===== config.mk =====
export PLATFORM = sky130hd
export DESIGN_NAME = spi_master_shift_unit
export DESIGN_NICKNAME = d
export VERILOG_FILES = /design/src/spi_pkg.sv /design/src/spi_clk_divider.sv /design/src/spi_master_shift_unit.sv
export SDC_FILE = /design/constraint.sdc
export NUM_CORES = 1
export LEC_CHECK = 0
export ABC_CLOCK_PERIOD_IN_PS = 1900
export BUFFER_PORTS_ARGS = -buffer_cell sky130_fd_sc_hd__buf_2
export CAP_MARGIN = 20
export CORE_MARGIN = 1
export CORE_UTILIZATION = 54
export CTS_CLUSTER_DIAMETER = 50
export DETAILED_ROUTE_END_ITERATION = 8
export HOLD_SLACK_MARGIN = 0.15
export PLACE_DENSITY = 0.76
export RECOVER_POWER = 50
export SLEW_MARGIN = 10
export SYNTH_ARGS = -nofsm -noshare
export SYNTH_HDL_FRONTEND = slang
export SYNTH_SLANG_ARGS = --single-unit
export TNS_END_PERCENT = 50

===== constraint.sdc =====
create_clock -name ref_clk -period 1.9 [get_ports ref_clk]
set_input_delay 0.095 -clock ref_clk [delete_from_list [all_inputs] [get_ports ref_clk]]
set_output_delay 0.095 -clock ref_clk [all_outputs]
set_load 0.02 [all_outputs]

===== src/spi_pkg.sv =====
// Constants, register map and state encoding of the master-only serial shift unit.
// Assumes one 20 MHz peripheral clock and the processor's special function register bus.

package spi_pkg;
    localparam logic [7:0] ADDR_DIVIDER = 8'hd2;
    localparam logic [7:0] ADDR_STATUS = 8'hd3;
    localparam logic [7:0] ADDR_TX_HOLD = 8'hd4;
    localparam logic [7:0] ADDR_RX_HOLD = 8'hd5;
    localparam logic [7:0] ADDR_CONTROL0 = 8'hd6;
    localparam logic [7:0] ADDR_INT_ENABLE = 8'hd7;

    // Control register zero fields
    localparam int CTL_TX_ENABLE = 6;
    localparam int CTL_RE = 5;
    localparam int CTL_EN = 4;
    localparam int CTL_SSEL = 3;
    localparam int CTL_LSB = 2;
    localparam int CTL_POL = 1;
    localparam logic [7:0] CTL_MASK = 8'h7e;
    localparam logic [7:0] CTL_RESET = 8'h00;

    // Status and interrupt enable fields share bit positions
    localparam int FLG_RX_FULL = 0;
    localparam int FLG_TX_EMPTY = 1;
    localparam int FLG_OVERRUN = 2;
    localparam int FLG_TX_END = 3;
    localparam int FLG_BUSY = 4;
    localparam logic [3:0] FLAG_RESET = 4'h2;
    localparam logic [3:0] IE_RESET = 4'h0;

    localparam logic [7:0] DIV_MASK = 8'hfc;
    localparam logic [7:0] DIV_RESET = 8'h04;

    localparam int BYTE_BITS = 8;
    localparam logic [2:0] LAST_BIT = 3'h7;
    localparam int SYNC_STAGES = 3;
    // Sample strobe trails the trailing edge by the synchroniser depth
    localparam int SAMPLE_DELAY = SYNC_STAGES;

    typedef enum logic [1:0] {
        XFER_IDLE = 2'b00,
        XFER_LEAD = 2'b01,
        XFER_SHIFT = 2'b10,
        XFER_TAIL = 2'b11
    } xfer_state_t;
endpackage


===== src/spi_clk_divider.sv =====
// Half-period tick generator for the serial clock.
// Assumes the divider value is stable while a byte is in flight.
`timescale 1ns/10ps
`default_nettype none

module spi_clk_divider
    import spi_pkg::*;
(
    input wire logic ref_clk,
    input wire logic rst_n,
    input wire logic run,
    input wire logic [7:0] divider,
    output logic half_tick
);
    logic [6:0] cnt_reg;
    logic tick_reg;
    logic [6:0] half_len;
    logic at_end;

    // Divisor is a multiple of 4, so half a period is the masked value over 2, or 2 when the masked value is zero
    assign half_len = (divider[7:2] == 6'h00) ? 7'h02 : {divider[7:2], 1'b0};
    assign at_end = (cnt_reg == half_len - 7'h01);
    assign half_tick = tick_reg;

    always_ff @(posedge ref_clk) begin
        if (!rst_n || !run) begin
            cnt_reg <= 7'h00;
            tick_reg <= 1'b0;
        end else begin
            cnt_reg <= at_end ? 7'h00 : cnt_reg + 7'h01;
            tick_reg <= at_end;
        end
    end

    chk_tick_spacing: assert property (@(posedge ref_clk) disable iff (!rst_n)
        (run && tick_reg) |=> !tick_reg)
        else $error("divider ticks closer than two cycles");
endmodule // spi_clk_divider

`default_nettype wire


===== src/spi_master_shift_unit.sv =====
// Master-only serial shift unit behind the special function register bus.
// Assumes single-cycle register strobes on ref_clk and an asynchronous serial input pin.
`timescale 1ns/10ps
`default_nettype none

module spi_master_shift_unit
    import spi_pkg::*;
(
    input wire logic ref_clk,
    input wire logic rst_n,
    input wire logic [7:0] sfr_addr,
    input wire logic sfr_wr,
    input wire logic sfr_rd,
    input wire logic [7:0] sfr_wdata,
    output logic [7:0] sfr_rdata,
    output logic spi_irq,
    input wire logic serial_in_pin,
    output logic serial_out_pin,
    output logic serial_clock_pin,
    output logic target_select_pin_n
);
    xfer_state_t state_reg;
    xfer_state_t state_next;

    logic [7:0] ctrl_reg;
    logic [3:0] ie_reg;
    logic [7:0] div_reg;
    logic [3:0] flag_reg;
    logic [3:0] flag_next;
    logic [7:0] tx_hold_reg;
    logic tx_full_reg;
    logic [7:0] rx_hold_reg;
    logic rx_full_reg;
    logic [7:0] tx_sh_reg;
    logic [7:0] rx_sh_reg;
    logic [2:0] bit_cnt_reg;
    logic [2:0] rx_cnt_reg;
    logic phase_reg;
    logic [SAMPLE_DELAY-1:0] samp_pipe_reg;
    logic sclk_reg;
    logic sout_reg;
    logic sel_n_reg;
    logic irq_reg;
    logic [7:0] rdata_reg;
    logic sync1_reg;
    logic sync2_reg;
    logic sync3_reg;
    logic rx_bit_reg;

    // Decoding
    logic wr_ctrl;
    logic wr_ie;
    logic wr_div;
    logic wr_tx;
    logic rd_status;
    logic rd_rx;
    assign wr_ctrl = sfr_wr && (sfr_addr == ADDR_CONTROL0);
    assign wr_ie = sfr_wr && (sfr_addr == ADDR_INT_ENABLE);
    assign wr_div = sfr_wr && (sfr_addr == ADDR_DIVIDER);
    assign wr_tx = sfr_wr && (sfr_addr == ADDR_TX_HOLD);
    assign rd_status = sfr_rd && (sfr_addr == ADDR_STATUS);
    assign rd_rx = sfr_rd && (sfr_addr == ADDR_RX_HOLD);

    logic transmitter_enable_bit;
    logic re;
    logic pol;
    logic lsb_first;
    logic ssel;
    logic enabled;
    assign transmitter_enable_bit = ctrl_reg[CTL_TX_ENABLE];
    assign re = ctrl_reg[CTL_RE];
    assign pol = ctrl_reg[CTL_POL];
    assign lsb_first = ctrl_reg[CTL_LSB];
    assign ssel = ctrl_reg[CTL_SSEL];
    assign enabled = transmitter_enable_bit && ctrl_reg[CTL_EN];

    logic busy;
    assign busy = (state_reg != XFER_IDLE);

    // Bit timing
    logic half_tick;
    spi_clk_divider u_div (
        .ref_clk(ref_clk),
        .rst_n(rst_n),
        .run(busy && enabled),
        .divider(div_reg),
        .half_tick(half_tick)
    );

    logic start;
    logic lead_edge;
    logic trail_edge;
    logic sample_now;
    logic abort;
    logic frame_done;
    assign start = (state_reg == XFER_IDLE) && enabled && tx_full_reg;
    assign lead_edge = (state_reg == XFER_SHIFT) && half_tick && !phase_reg;
    assign trail_edge = (state_reg == XFER_SHIFT) && half_tick && phase_reg;
    assign sample_now = samp_pipe_reg[SAMPLE_DELAY-1];
    assign abort = busy && !enabled;
    assign frame_done = (state_reg == XFER_TAIL) && sample_now && (rx_cnt_reg == LAST_BIT);

    // Outgoing bit and incoming byte, both steered by bit order
    logic out_bit;
    logic [7:0] tx_sh_shifted;
    logic [7:0] rx_byte;
    assign out_bit = lsb_first ? tx_sh_reg[0] : tx_sh_reg[BYTE_BITS-1];
    assign tx_sh_shifted = lsb_first ? {1'b0, tx_sh_reg[7:1]} : {tx_sh_reg[6:0], 1'b0};
    assign rx_byte = lsb_first ? {rx_bit_reg, rx_sh_reg[7:1]} : {rx_sh_reg[6:0], rx_bit_reg};

    logic rx_store;
    assign rx_store = frame_done && re;

    always_comb begin
        state_next = state_reg;
        case (state_reg)
            XFER_IDLE: begin
                if (start) begin
                    state_next = XFER_LEAD;
                end
            end
            XFER_LEAD: begin
                if (half_tick) begin
                    state_next = XFER_SHIFT;
                end
            end
            XFER_SHIFT: begin
                if (trail_edge && bit_cnt_reg == LAST_BIT) begin
                    state_next = XFER_TAIL;
                end
            end
            XFER_TAIL: begin
                if (frame_done) begin
                    state_next = XFER_IDLE;
                end
            end
            default: begin
                state_next = XFER_IDLE;
            end
        endcase
        if (abort) begin
            state_next = XFER_IDLE;
        end
    end

    // Hardware set wins over the clear-on-read
    always_comb begin
        flag_next = rd_status ? 4'h0 : flag_reg;
        if (start) begin
            flag_next[FLG_TX_EMPTY] = 1'b1;
        end
        if (rx_store) begin
            flag_next[FLG_RX_FULL] = 1'b1;
        end
        if (rx_store && rx_full_reg && !rd_rx) begin
            flag_next[FLG_OVERRUN] = 1'b1;
        end
        if (frame_done) begin
            flag_next[FLG_TX_END] = 1'b1;
        end
    end

    logic [7:0] rd_mux;
    assign rd_mux = (sfr_addr == ADDR_CONTROL0) ? ctrl_reg :
                    (sfr_addr == ADDR_INT_ENABLE) ? {4'h0, ie_reg} :
                    (sfr_addr == ADDR_DIVIDER) ? div_reg :
                    (sfr_addr == ADDR_STATUS) ? {3'h0, busy, flag_reg} :
                    (sfr_addr == ADDR_RX_HOLD) ? rx_hold_reg : 8'h00;

    // Registers
    always_ff @(posedge ref_clk) begin
        if (!rst_n) begin
            ctrl_reg <= CTL_RESET;
            ie_reg <= IE_RESET;
            div_reg <= DIV_RESET;
            flag_reg <= FLAG_RESET;
            rdata_reg <= 8'h00;
            irq_reg <= 1'b0;
        end else begin
            if (wr_ctrl) begin
                ctrl_reg <= sfr_wdata & CTL_MASK;
            end
            if (wr_ie) begin
                ie_reg <= sfr_wdata[3:0];
            end
            if (wr_div) begin
                div_reg <= sfr_wdata & DIV_MASK;
            end
            flag_reg <= flag_next;
            irq_reg <= |(flag_next & ie_reg);
            if (sfr_rd) begin
                rdata_reg <= rd_mux;
            end
        end
    end

    // Double buffers
    always_ff @(posedge ref_clk) begin
        if (!rst_n) begin
            tx_hold_reg <= 8'h00;
            tx_full_reg <= 1'b0;
            rx_hold_reg <= 8'h00;
            rx_full_reg <= 1'b0;
        end else begin
            if (wr_tx) begin
                tx_hold_reg <= sfr_wdata;
            end
            tx_full_reg <= wr_tx || (tx_full_reg && !start);
            if (rx_store) begin
                rx_hold_reg <= rx_byte;
            end
            rx_full_reg <= rx_store || (rx_full_reg && !rd_rx);
        end
    end

    // Serial input synchroniser; a change counts once stages two and three agree
    always_ff @(posedge ref_clk) begin
        if (!rst_n) begin
            sync1_reg <= 1'b0;
            sync2_reg <= 1'b0;
            sync3_reg <= 1'b0;
            rx_bit_reg <= 1'b0;
        end else begin
            sync1_reg <= serial_in_pin;
            sync2_reg <= sync1_reg;
            sync3_reg <= sync2_reg;
            if (sync2_reg == sync3_reg) begin
                rx_bit_reg <= sync3_reg;
            end
        end
    end

    // Shift engine
    always_ff @(posedge ref_clk) begin
        if (!rst_n) begin
            state_reg <= XFER_IDLE;
            tx_sh_reg <= 8'h00;
            rx_sh_reg <= 8'h00;
            bit_cnt_reg <= 3'h0;
            rx_cnt_reg <= 3'h0;
            phase_reg <= 1'b0;
            samp_pipe_reg <= '0;
            sclk_reg <= 1'b0;
            sout_reg <= 1'b0;
            sel_n_reg <= 1'b1;
        end else begin
            state_reg <= state_next;
            samp_pipe_reg <= abort ? '0 : {samp_pipe_reg[SAMPLE_DELAY-2:0], trail_edge};
            if (start) begin
                tx_sh_reg <= tx_hold_reg;
                bit_cnt_reg <= 3'h0;
                rx_cnt_reg <= 3'h0;
                phase_reg <= 1'b0;
                sel_n_reg <= !ssel;
            end
            if (lead_edge) begin
                sclk_reg <= !pol;
                sout_reg <= out_bit;
                tx_sh_reg <= tx_sh_shifted;
                phase_reg <= 1'b1;
            end
            if (trail_edge) begin
                sclk_reg <= pol;
                phase_reg <= 1'b0;
                bit_cnt_reg <= bit_cnt_reg + 3'h1;
            end
            if (sample_now) begin
                rx_sh_reg <= rx_byte;
                rx_cnt_reg <= rx_cnt_reg + 3'h1;
            end
            if (frame_done || abort) begin
                sel_n_reg <= 1'b1;
            end
            if (state_reg == XFER_IDLE || abort) begin
                sclk_reg <= pol;
            end
        end
    end

    assign sfr_rdata = rdata_reg;
    assign spi_irq = irq_reg;
    assign serial_out_pin = sout_reg;
    assign serial_clock_pin = sclk_reg;
    assign target_select_pin_n = sel_n_reg;

    // Lead edges counted apart from the shift counter, so a miscounted byte shows up
    logic [3:0] lead_seen_reg;
    always_ff @(posedge ref_clk) begin
        if (!rst_n || start) begin
            lead_seen_reg <= 4'h0;
        end else if (lead_edge) begin
            lead_seen_reg <= lead_seen_reg + 4'h1;
        end
    end

    chk_idle_clock_level: assert property (@(posedge ref_clk) disable iff (!rst_n)
        (!transmitter_enable_bit && $stable(ctrl_reg)) |=> (serial_clock_pin == pol))
        else $error("serial clock not idle while transmitter disabled");

    chk_busy_on_start: assert property (@(posedge ref_clk) disable iff (!rst_n)
        (start && !wr_tx) |=> (busy && !tx_full_reg))
        else $error("busy not raised at byte start");

    chk_select_low: assert property (@(posedge ref_clk) disable iff (!rst_n)
        (start && ssel) |=> !target_select_pin_n throughout (busy [*2]))
        else $error("target select not low during byte");

    chk_select_release: assert property (@(posedge ref_clk) disable iff (!rst_n)
        (frame_done || abort) |=> target_select_pin_n)
        else $error("target select still low after byte");

    chk_eight_bits: assert property (@(posedge ref_clk) disable iff (!rst_n)
        frame_done |-> (lead_seen_reg == 4'(BYTE_BITS)))
        else $error("byte ended with wrong bit count");

    chk_flag_set_wins: assert property (@(posedge ref_clk) disable iff (!rst_n)
        (rd_status && rx_store) |=> flag_reg[FLG_RX_FULL])
        else $error("receive flag lost on status read");

    chk_read_clears: assert property (@(posedge ref_clk) disable iff (!rst_n)
        (rd_status && !start && !rx_store && !frame_done) |=> (flag_reg == 4'h0))
        else $error("status read did not clear flags");

    chk_div_reset: assert property (@(posedge ref_clk)
        $rose(rst_n) |-> (div_reg == DIV_RESET))
        else $error("divider not reset to divide by four");

    chk_lead_edge_level: assert property (@(posedge ref_clk) disable iff (!rst_n)
        (lead_edge && !abort) |=> (serial_clock_pin == !pol) && (serial_out_pin == $past(out_bit)))
        else $error("leading edge did not drive clock and data");

    chk_tx_empty_flag: assert property (@(posedge ref_clk) disable iff (!rst_n)
        start |=> flag_reg[FLG_TX_EMPTY])
        else $error("transmit empty flag not set at load");

    chk_idle_stops: assert property (@(posedge ref_clk) disable iff (!rst_n)
        (frame_done && !tx_full_reg && !wr_tx) |=> (state_reg == XFER_IDLE) [*2])
        else $error("clock kept running with empty transmit buffer");

    chk_rx_read: assert property (@(posedge ref_clk) disable iff (!rst_n)
        rd_rx |=> (sfr_rdata == $past(rx_hold_reg)))
        else $error("receive holding read returned wrong byte");
endmodule // spi_master_shift_unit

`default_nettype wire


After elaboration in Yosys (flattened, before gate mapping)
Cells that the tools add are included.
{"block": "op_classes", "add_sub_neg": 4, "eq_ne": 17, "muxes": 29, "bitwise_logic": 2, "reduce_logical": 48}
{"cell": "8-bit two-way mux", "n": 9}
{"cell": "8-bit == test (second input constant)", "n": 6}
{"cell": "1-bit logical AND", "n": 22}
{"cell": "1-bit two-way mux", "n": 10}
{"cell": "3-bit two-way mux", "n": 3}
{"cell": "1-bit logical NOT", "n": 8}
{"cell": "2-bit two-way mux", "n": 4}
{"cell": "2-bit one-hot mux with 4 select lines", "n": 1}
{"cell": "2-bit nonzero test", "n": 4}
{"cell": "2-bit OR reduction", "n": 4}
{"cell": "7-bit by 1-bit adder with 7-bit output (second input constant)", "n": 1}
{"cell": "7-bit == test", "n": 1}
{"cell": "7-bit two-way mux", "n": 1}
{"cell": "7-bit by 1-bit subtractor with 7-bit output (second input constant)", "n": 1}
{"cell": "3-bit by 1-bit adder with 3-bit output (second input constant)", "n": 2}
{"cell": "3-bit == test (second input constant)", "n": 2}
{"cell": "6-bit logical NOT", "n": 1}
{"cell": "1-bit logical OR", "n": 5}
{"cell": "4-bit bitwise AND", "n": 1}
{"cell": "2-bit == test (second input constant)", "n": 2}
{"cell": "4-bit two-way mux", "n": 1}
{"cell": "2-bit by 1-bit inequality test with 1-bit output (second input constant)", "n": 2}
{"cell": "2-bit inequality test (second input constant)", "n": 2}
{"cell": "4-bit AND reduction", "n": 1}
{"cell": "other kinds (6)", "n": 6}
{"block": "word_totals", "regBits": 90, "out_inout_bits": 12}

Longest topological paths before layout
{"block": "depth", "ltp_word": 9, "ltp_mapped": 9, "mapped_depth_nobuf": 7}

Cells and area by module
Synthesis repeated with hierarchy kept, for this count alone.
{"block": "unflattened", "cells_unflattened": 495, "hier_area_um2": 4389.2}
{"module": "spi_master_shift_unit", "instances": 1, "cells_each": 426, "area_per_inst_um2": 3817.4, "seq_area_each_um2": 1641.6}
{"module": "spi_clk_divider", "instances": 1, "cells_each": 69, "area_per_inst_um2": 571.8, "seq_area_each_um2": 160.2}

Worst setup path before layout
No wires, ideal clock.
{"block": "synth_path", "kind": "register -> register", "from": "reg state_reg[0]", "to": "reg tx_sh_reg[6]", "arrival_time_ps": 1674, "t_required_ps": 1762, "setup_slack_ps": 89, "stages_incl_launch_ff": 8, "n_path_buf": 2, "synth_period_minus_slack_ps": 1811, "cell_sequence": "dfxtp_1 > inv_1 > ha_1 > nand4_1 > clkbuf_1 > buf_2 > mux2i_1 > a211oi_1"}
{"block": "synth_between", "elab_chain_len": 4, "elab_cells_between_ends": 8, "cone_classes": "1 x eq/ne; 1 x mux; 6 x reduce/logical"}
{"element": "start, declared", "line": "spi_master_shift_unit.sv:22", "source": "xfer_state_t state_reg;"}
{"element": "start signal, assigned", "line": "spi_master_shift_unit.sv:247", "source": "state_reg <= state_next;"}
{"element": "2-bit == test or 2-bit logical NOT (tied branches)", "line": "spi_master_shift_unit.sv:97, spi_master_shift_unit.sv:96"}
{"element": "1-bit logical AND (on tied branches) (2 in a row)", "line": "spi_master_shift_unit.sv:97, spi_master_shift_unit.sv:96"}
{"element": "8-bit two-way mux or 2-bit nonzero test (tied branches)"}
{"element": "end signal, assigned", "line": "spi_master_shift_unit.sv:250", "source": "tx_sh_reg <= tx_hold_reg;"}
{"element": "end signal, assigned", "line": "spi_master_shift_unit.sv:259", "source": "tx_sh_reg <= tx_sh_shifted;"}
{"element": "end, declared", "line": "spi_master_shift_unit.sv:34", "source": "logic [7:0] tx_sh_reg;"}
Parallel ways exist; a longest one is shown, timed or not.
A chain may end at the register's enable or synchronous reset.

Final worst setup path
{"block": "layout_path", "from": "in sfr_addr[3]", "to": "reg div_reg[2]"}
{"block": "layout_between", "elab_chain_len": 2}
{"element": "start, declared", "line": "spi_master_shift_unit.sv:11", "source": "input wire logic [7:0] sfr_addr,"}
{"element": "8-bit == test", "line": "spi_master_shift_unit.sv:59", "source": "assign wr_div = sfr_wr && (sfr_addr == ADDR_DIVIDER);"}
{"element": "1-bit logical AND", "line": "spi_master_shift_unit.sv:59"}
{"element": "end signal, assigned", "line": "spi_master_shift_unit.sv:187", "source": "div_reg <= sfr_wdata & DIV_MASK;"}
{"element": "end, declared", "line": "spi_master_shift_unit.sv:27", "source": "logic [7:0] div_reg;"}
No other way between the ends.

==> impl_metrics.yaml <==
final_layout:
  final_nets: 525
  multi_input_area_um2: 2210
  layout-drive-gt1-share_pct: 12.4
  ff_latch_area_um2: 1800
  n_fill_cell: 648
  utilization_pct: 64.1
  area_growth_pct: 13.5
  n_antenna_cell: 0
sta:
  rsz0062_at_grt: "false"
  finalHoldViolCount: 0
  fin_worst_skew_ns: 0.0123
  setup_tns_ns: 0
  hold_ws_ns: 0.185
  finalSetupViolCount: 0
  fmax_mhz: 547
  fin_ws_ns: 0.0714
  maxSlewHeadroom_pct: 37.5
  fin_crit_ns: 1.83
  slew_viol_final: 0
  tightest_slew_ns: 0.936
  period_share_pct: 96.2
critical_path:
  start_kind: "input pin"
  cp_slowest_cell: "dlygate4sd3_1"
  critPathMaxStageDelay_ns: 0.53
  end_kind: "register"
  critPathMaxFanout: 6
  ff2ff_path_depth: 4
  crit_family: "buffers and inverters"
  crit_type: "input pin to register"
  cp.arrival_ns: 2.07
  critPathRequiredTime_ns: 2.14
  crit_buf_inv: 3
  cp_num_cells: 7
  path_cells: "dlygate4sd3_1 > clkbuf_1 > or3_1 > nor4b_4 > buf_4 > mux2i_1 > nand2_1"
pwr:
  p_per_area_nw_per_um2: 682
  total_power_mw: 3.22
  leakage_nw: 1.80
  ir_drop_v: 0.000336
synth:
  yosys_warnings: 0
  synth_seq_area_share_pct: 43.3
  synthArstFlopShare_pct: 0
  synth_cells: 454
  synth_ff_type: "dfxtp_1"
  synth_nets: 484
  syn_area_per_cell_um2: 9.17
  syn_area_um2: 4160
  synth.distinct_cells: 53
  synth-seq-cells: 90
  synth_edf_count: 0
placement:
  gp_congestion: 0.845
  io_buffer_count: 32
  pre_cts_ws_ns: 0.0996
  dpl.hpwl_um: 6730
clocking:
  clk_path_buf_depth: 2
  cts_root_buffer: "clkbuf_8"
  cts.clk_slew.worst_paths_ns: 0.08
  htreeDepth: 3
  cts_sinks: 90
  cts_buffers: 9
  clk_latency_ns: 0.36
  cts_tree: "yes"
detailed_routing:
  avgRoutedWirePerCell_um: 16.0
  drt_iter0_drc: 219
  routed_wl_um: 9590
  drt_first_pass_iters: 5
  via_per_inst: 5.83
  vias: 3494
  drc: 0
  ant_nets: 0
job:
  drv_cap: 0
floorplanning:
  core_area_um2: 7370
  start_util_pct: 56.5
  io_pins: 33
  row_count: 31
  die_area_um2: 8070
  die_h_um: 89.8
  die_w_um: 89.8
grt:
  antenna_found_initial: 0
  grt_pass1_vias: 3378
  grt_usage_pct: 24.7
  grt_overflow_total: 0
  grt_max_degree: 39
  grt_pass1_wl_um: 16100
worst_hold_path:
  hold_depth: 3
  hold_class: "input pin to register"
outcome:
  status: "finished, final reports clean"
kinds of logic after synthesis:
family	after synthesis	synth area share, %
xor+xnor	8	1.68
mux	47	11.4
fa+ha+maj	9	2.70
buf+inv	38	3.73
flops	90	43.3
simple gates	165	20.2
compound gates	97	17.0
final cells by class:
type | count | share of cell area (%)
flip-flops and latches | 90 | 38.1
inverters | 8 | 0.688
well taps | 99 | 2.62
clock inverters | 7 | 1.11
clock buffers | 9 | 2.62
multi-input cells | 326 | 46.8
repair buffers | 60 | 8.05
final timing paths:
path	slack (ns)	from	end
max	0.07	sfr_addr[3]	div_reg[2]$_SDFFE_PN1P_
min	0.19	sfr_addr[0]	sfr_rdata[0]$_SDFFE_PN0P_
max reg2reg	0.09	div_reg[6]$_SDFFE_PN0P_	u_div.half_tick$_SDFF_PP0_
min reg2reg	0.44	samp_pipe_reg[0]$_SDFF_PP0_	samp_pipe_reg[1]$_SDFF_PP0_
cell usage after synthesis, types with 4 or more instances:
master	count	share of area, %
inv_1	7	0.63
mux2_2	4	1.1
nor2_1	61	5.5
a21oi_1	19	2.3
nand3b_1	4	0.72
a22o_1	5	1.1
nand2_1	30	2.7
a22oi_1	6	1.1
o21ai_0	7	0.84
mux2i_1	43	10
ha_1	9	2.7
nor2b_1	12	1.8
xnor2_1	5	1.1
nand4_1	6	0.90
dfxtp_1	90	43
nand3_1	14	1.7
clkbuf_1	24	2.2
o2bb2ai_1	8	1.7
a211oi_1	34	6.1
and2_1	12	1.8
stage by stage:
stage,cells,cell area [um^2]
2_1_floorplan,454,4160
3_3_place_gp,571,4460
3_5_place_dp,571,4460
4_1_cts,599,4750
5_1_grt,599,4730
6_report,599,4730
timing repair:
item,in CTS,in global routing
buffers inserted,0,0
hold buffers,12,0
resized for setup,0,1
hold endpoints to repair,28,0
endpoints found under the setup margin,0,1
metal layers:
| metal | GRT usage, % | wire (um) |
|---|---|---|
| met4 | 12.8 | 261 |
| met5 | 0 | 0 |
| met1 | 32.7 | 4480 |
| met2 | 39.0 | 4400 |
| met3 | 3.55 | 441 |
cell usage in the layout, fill, tap and decap left out, drive strengths merged, types with 3 or more instances in the layout:
| cell | count |
|---|---|
| or2 | 4 |
| xnor2 | 5 |
| dlygate4sd3 | 12 |
| dfxtp | 90 |
| a211oi | 34 |
| a22oi | 6 |
| inv | 11 |
| xor2 | 3 |
| nand3b | 4 |
| nor3 | 3 |
| buf | 30 |
| nand3 | 14 |
| and2 | 12 |
| clkbuf | 27 |
| nor2 | 62 |
| mux2 | 4 |
| a21oi | 19 |
| o21ai | 7 |
| a22o | 5 |
| nor2b | 12 |
| nand4 | 6 |
| ha | 9 |
| nand4b | 3 |
| mux2i | 43 |
| clkinv | 3 |
| nand2 | 30 |
| o2bb2ai | 8 |
| and3 | 3 |
| or4 | 3 |
| o211ai | 3 |
power by group:
group	total, mW	leakage (nW)	internal [mW]	switching (mW)
clock	1.19	0.0904	0.487	0.705
sequential	1.89	0.725	1.89	0.00173
combinational	0.141	0.985	0.0562	0.0852
total	3.22	1.80	2.43	0.792
worst min-delay path, stage by stage:
cell	delay [ns]
buf_2	0.20
nand4_1	0.13
a21oi_1	0.06
Power figures use the tool's default switching activity.
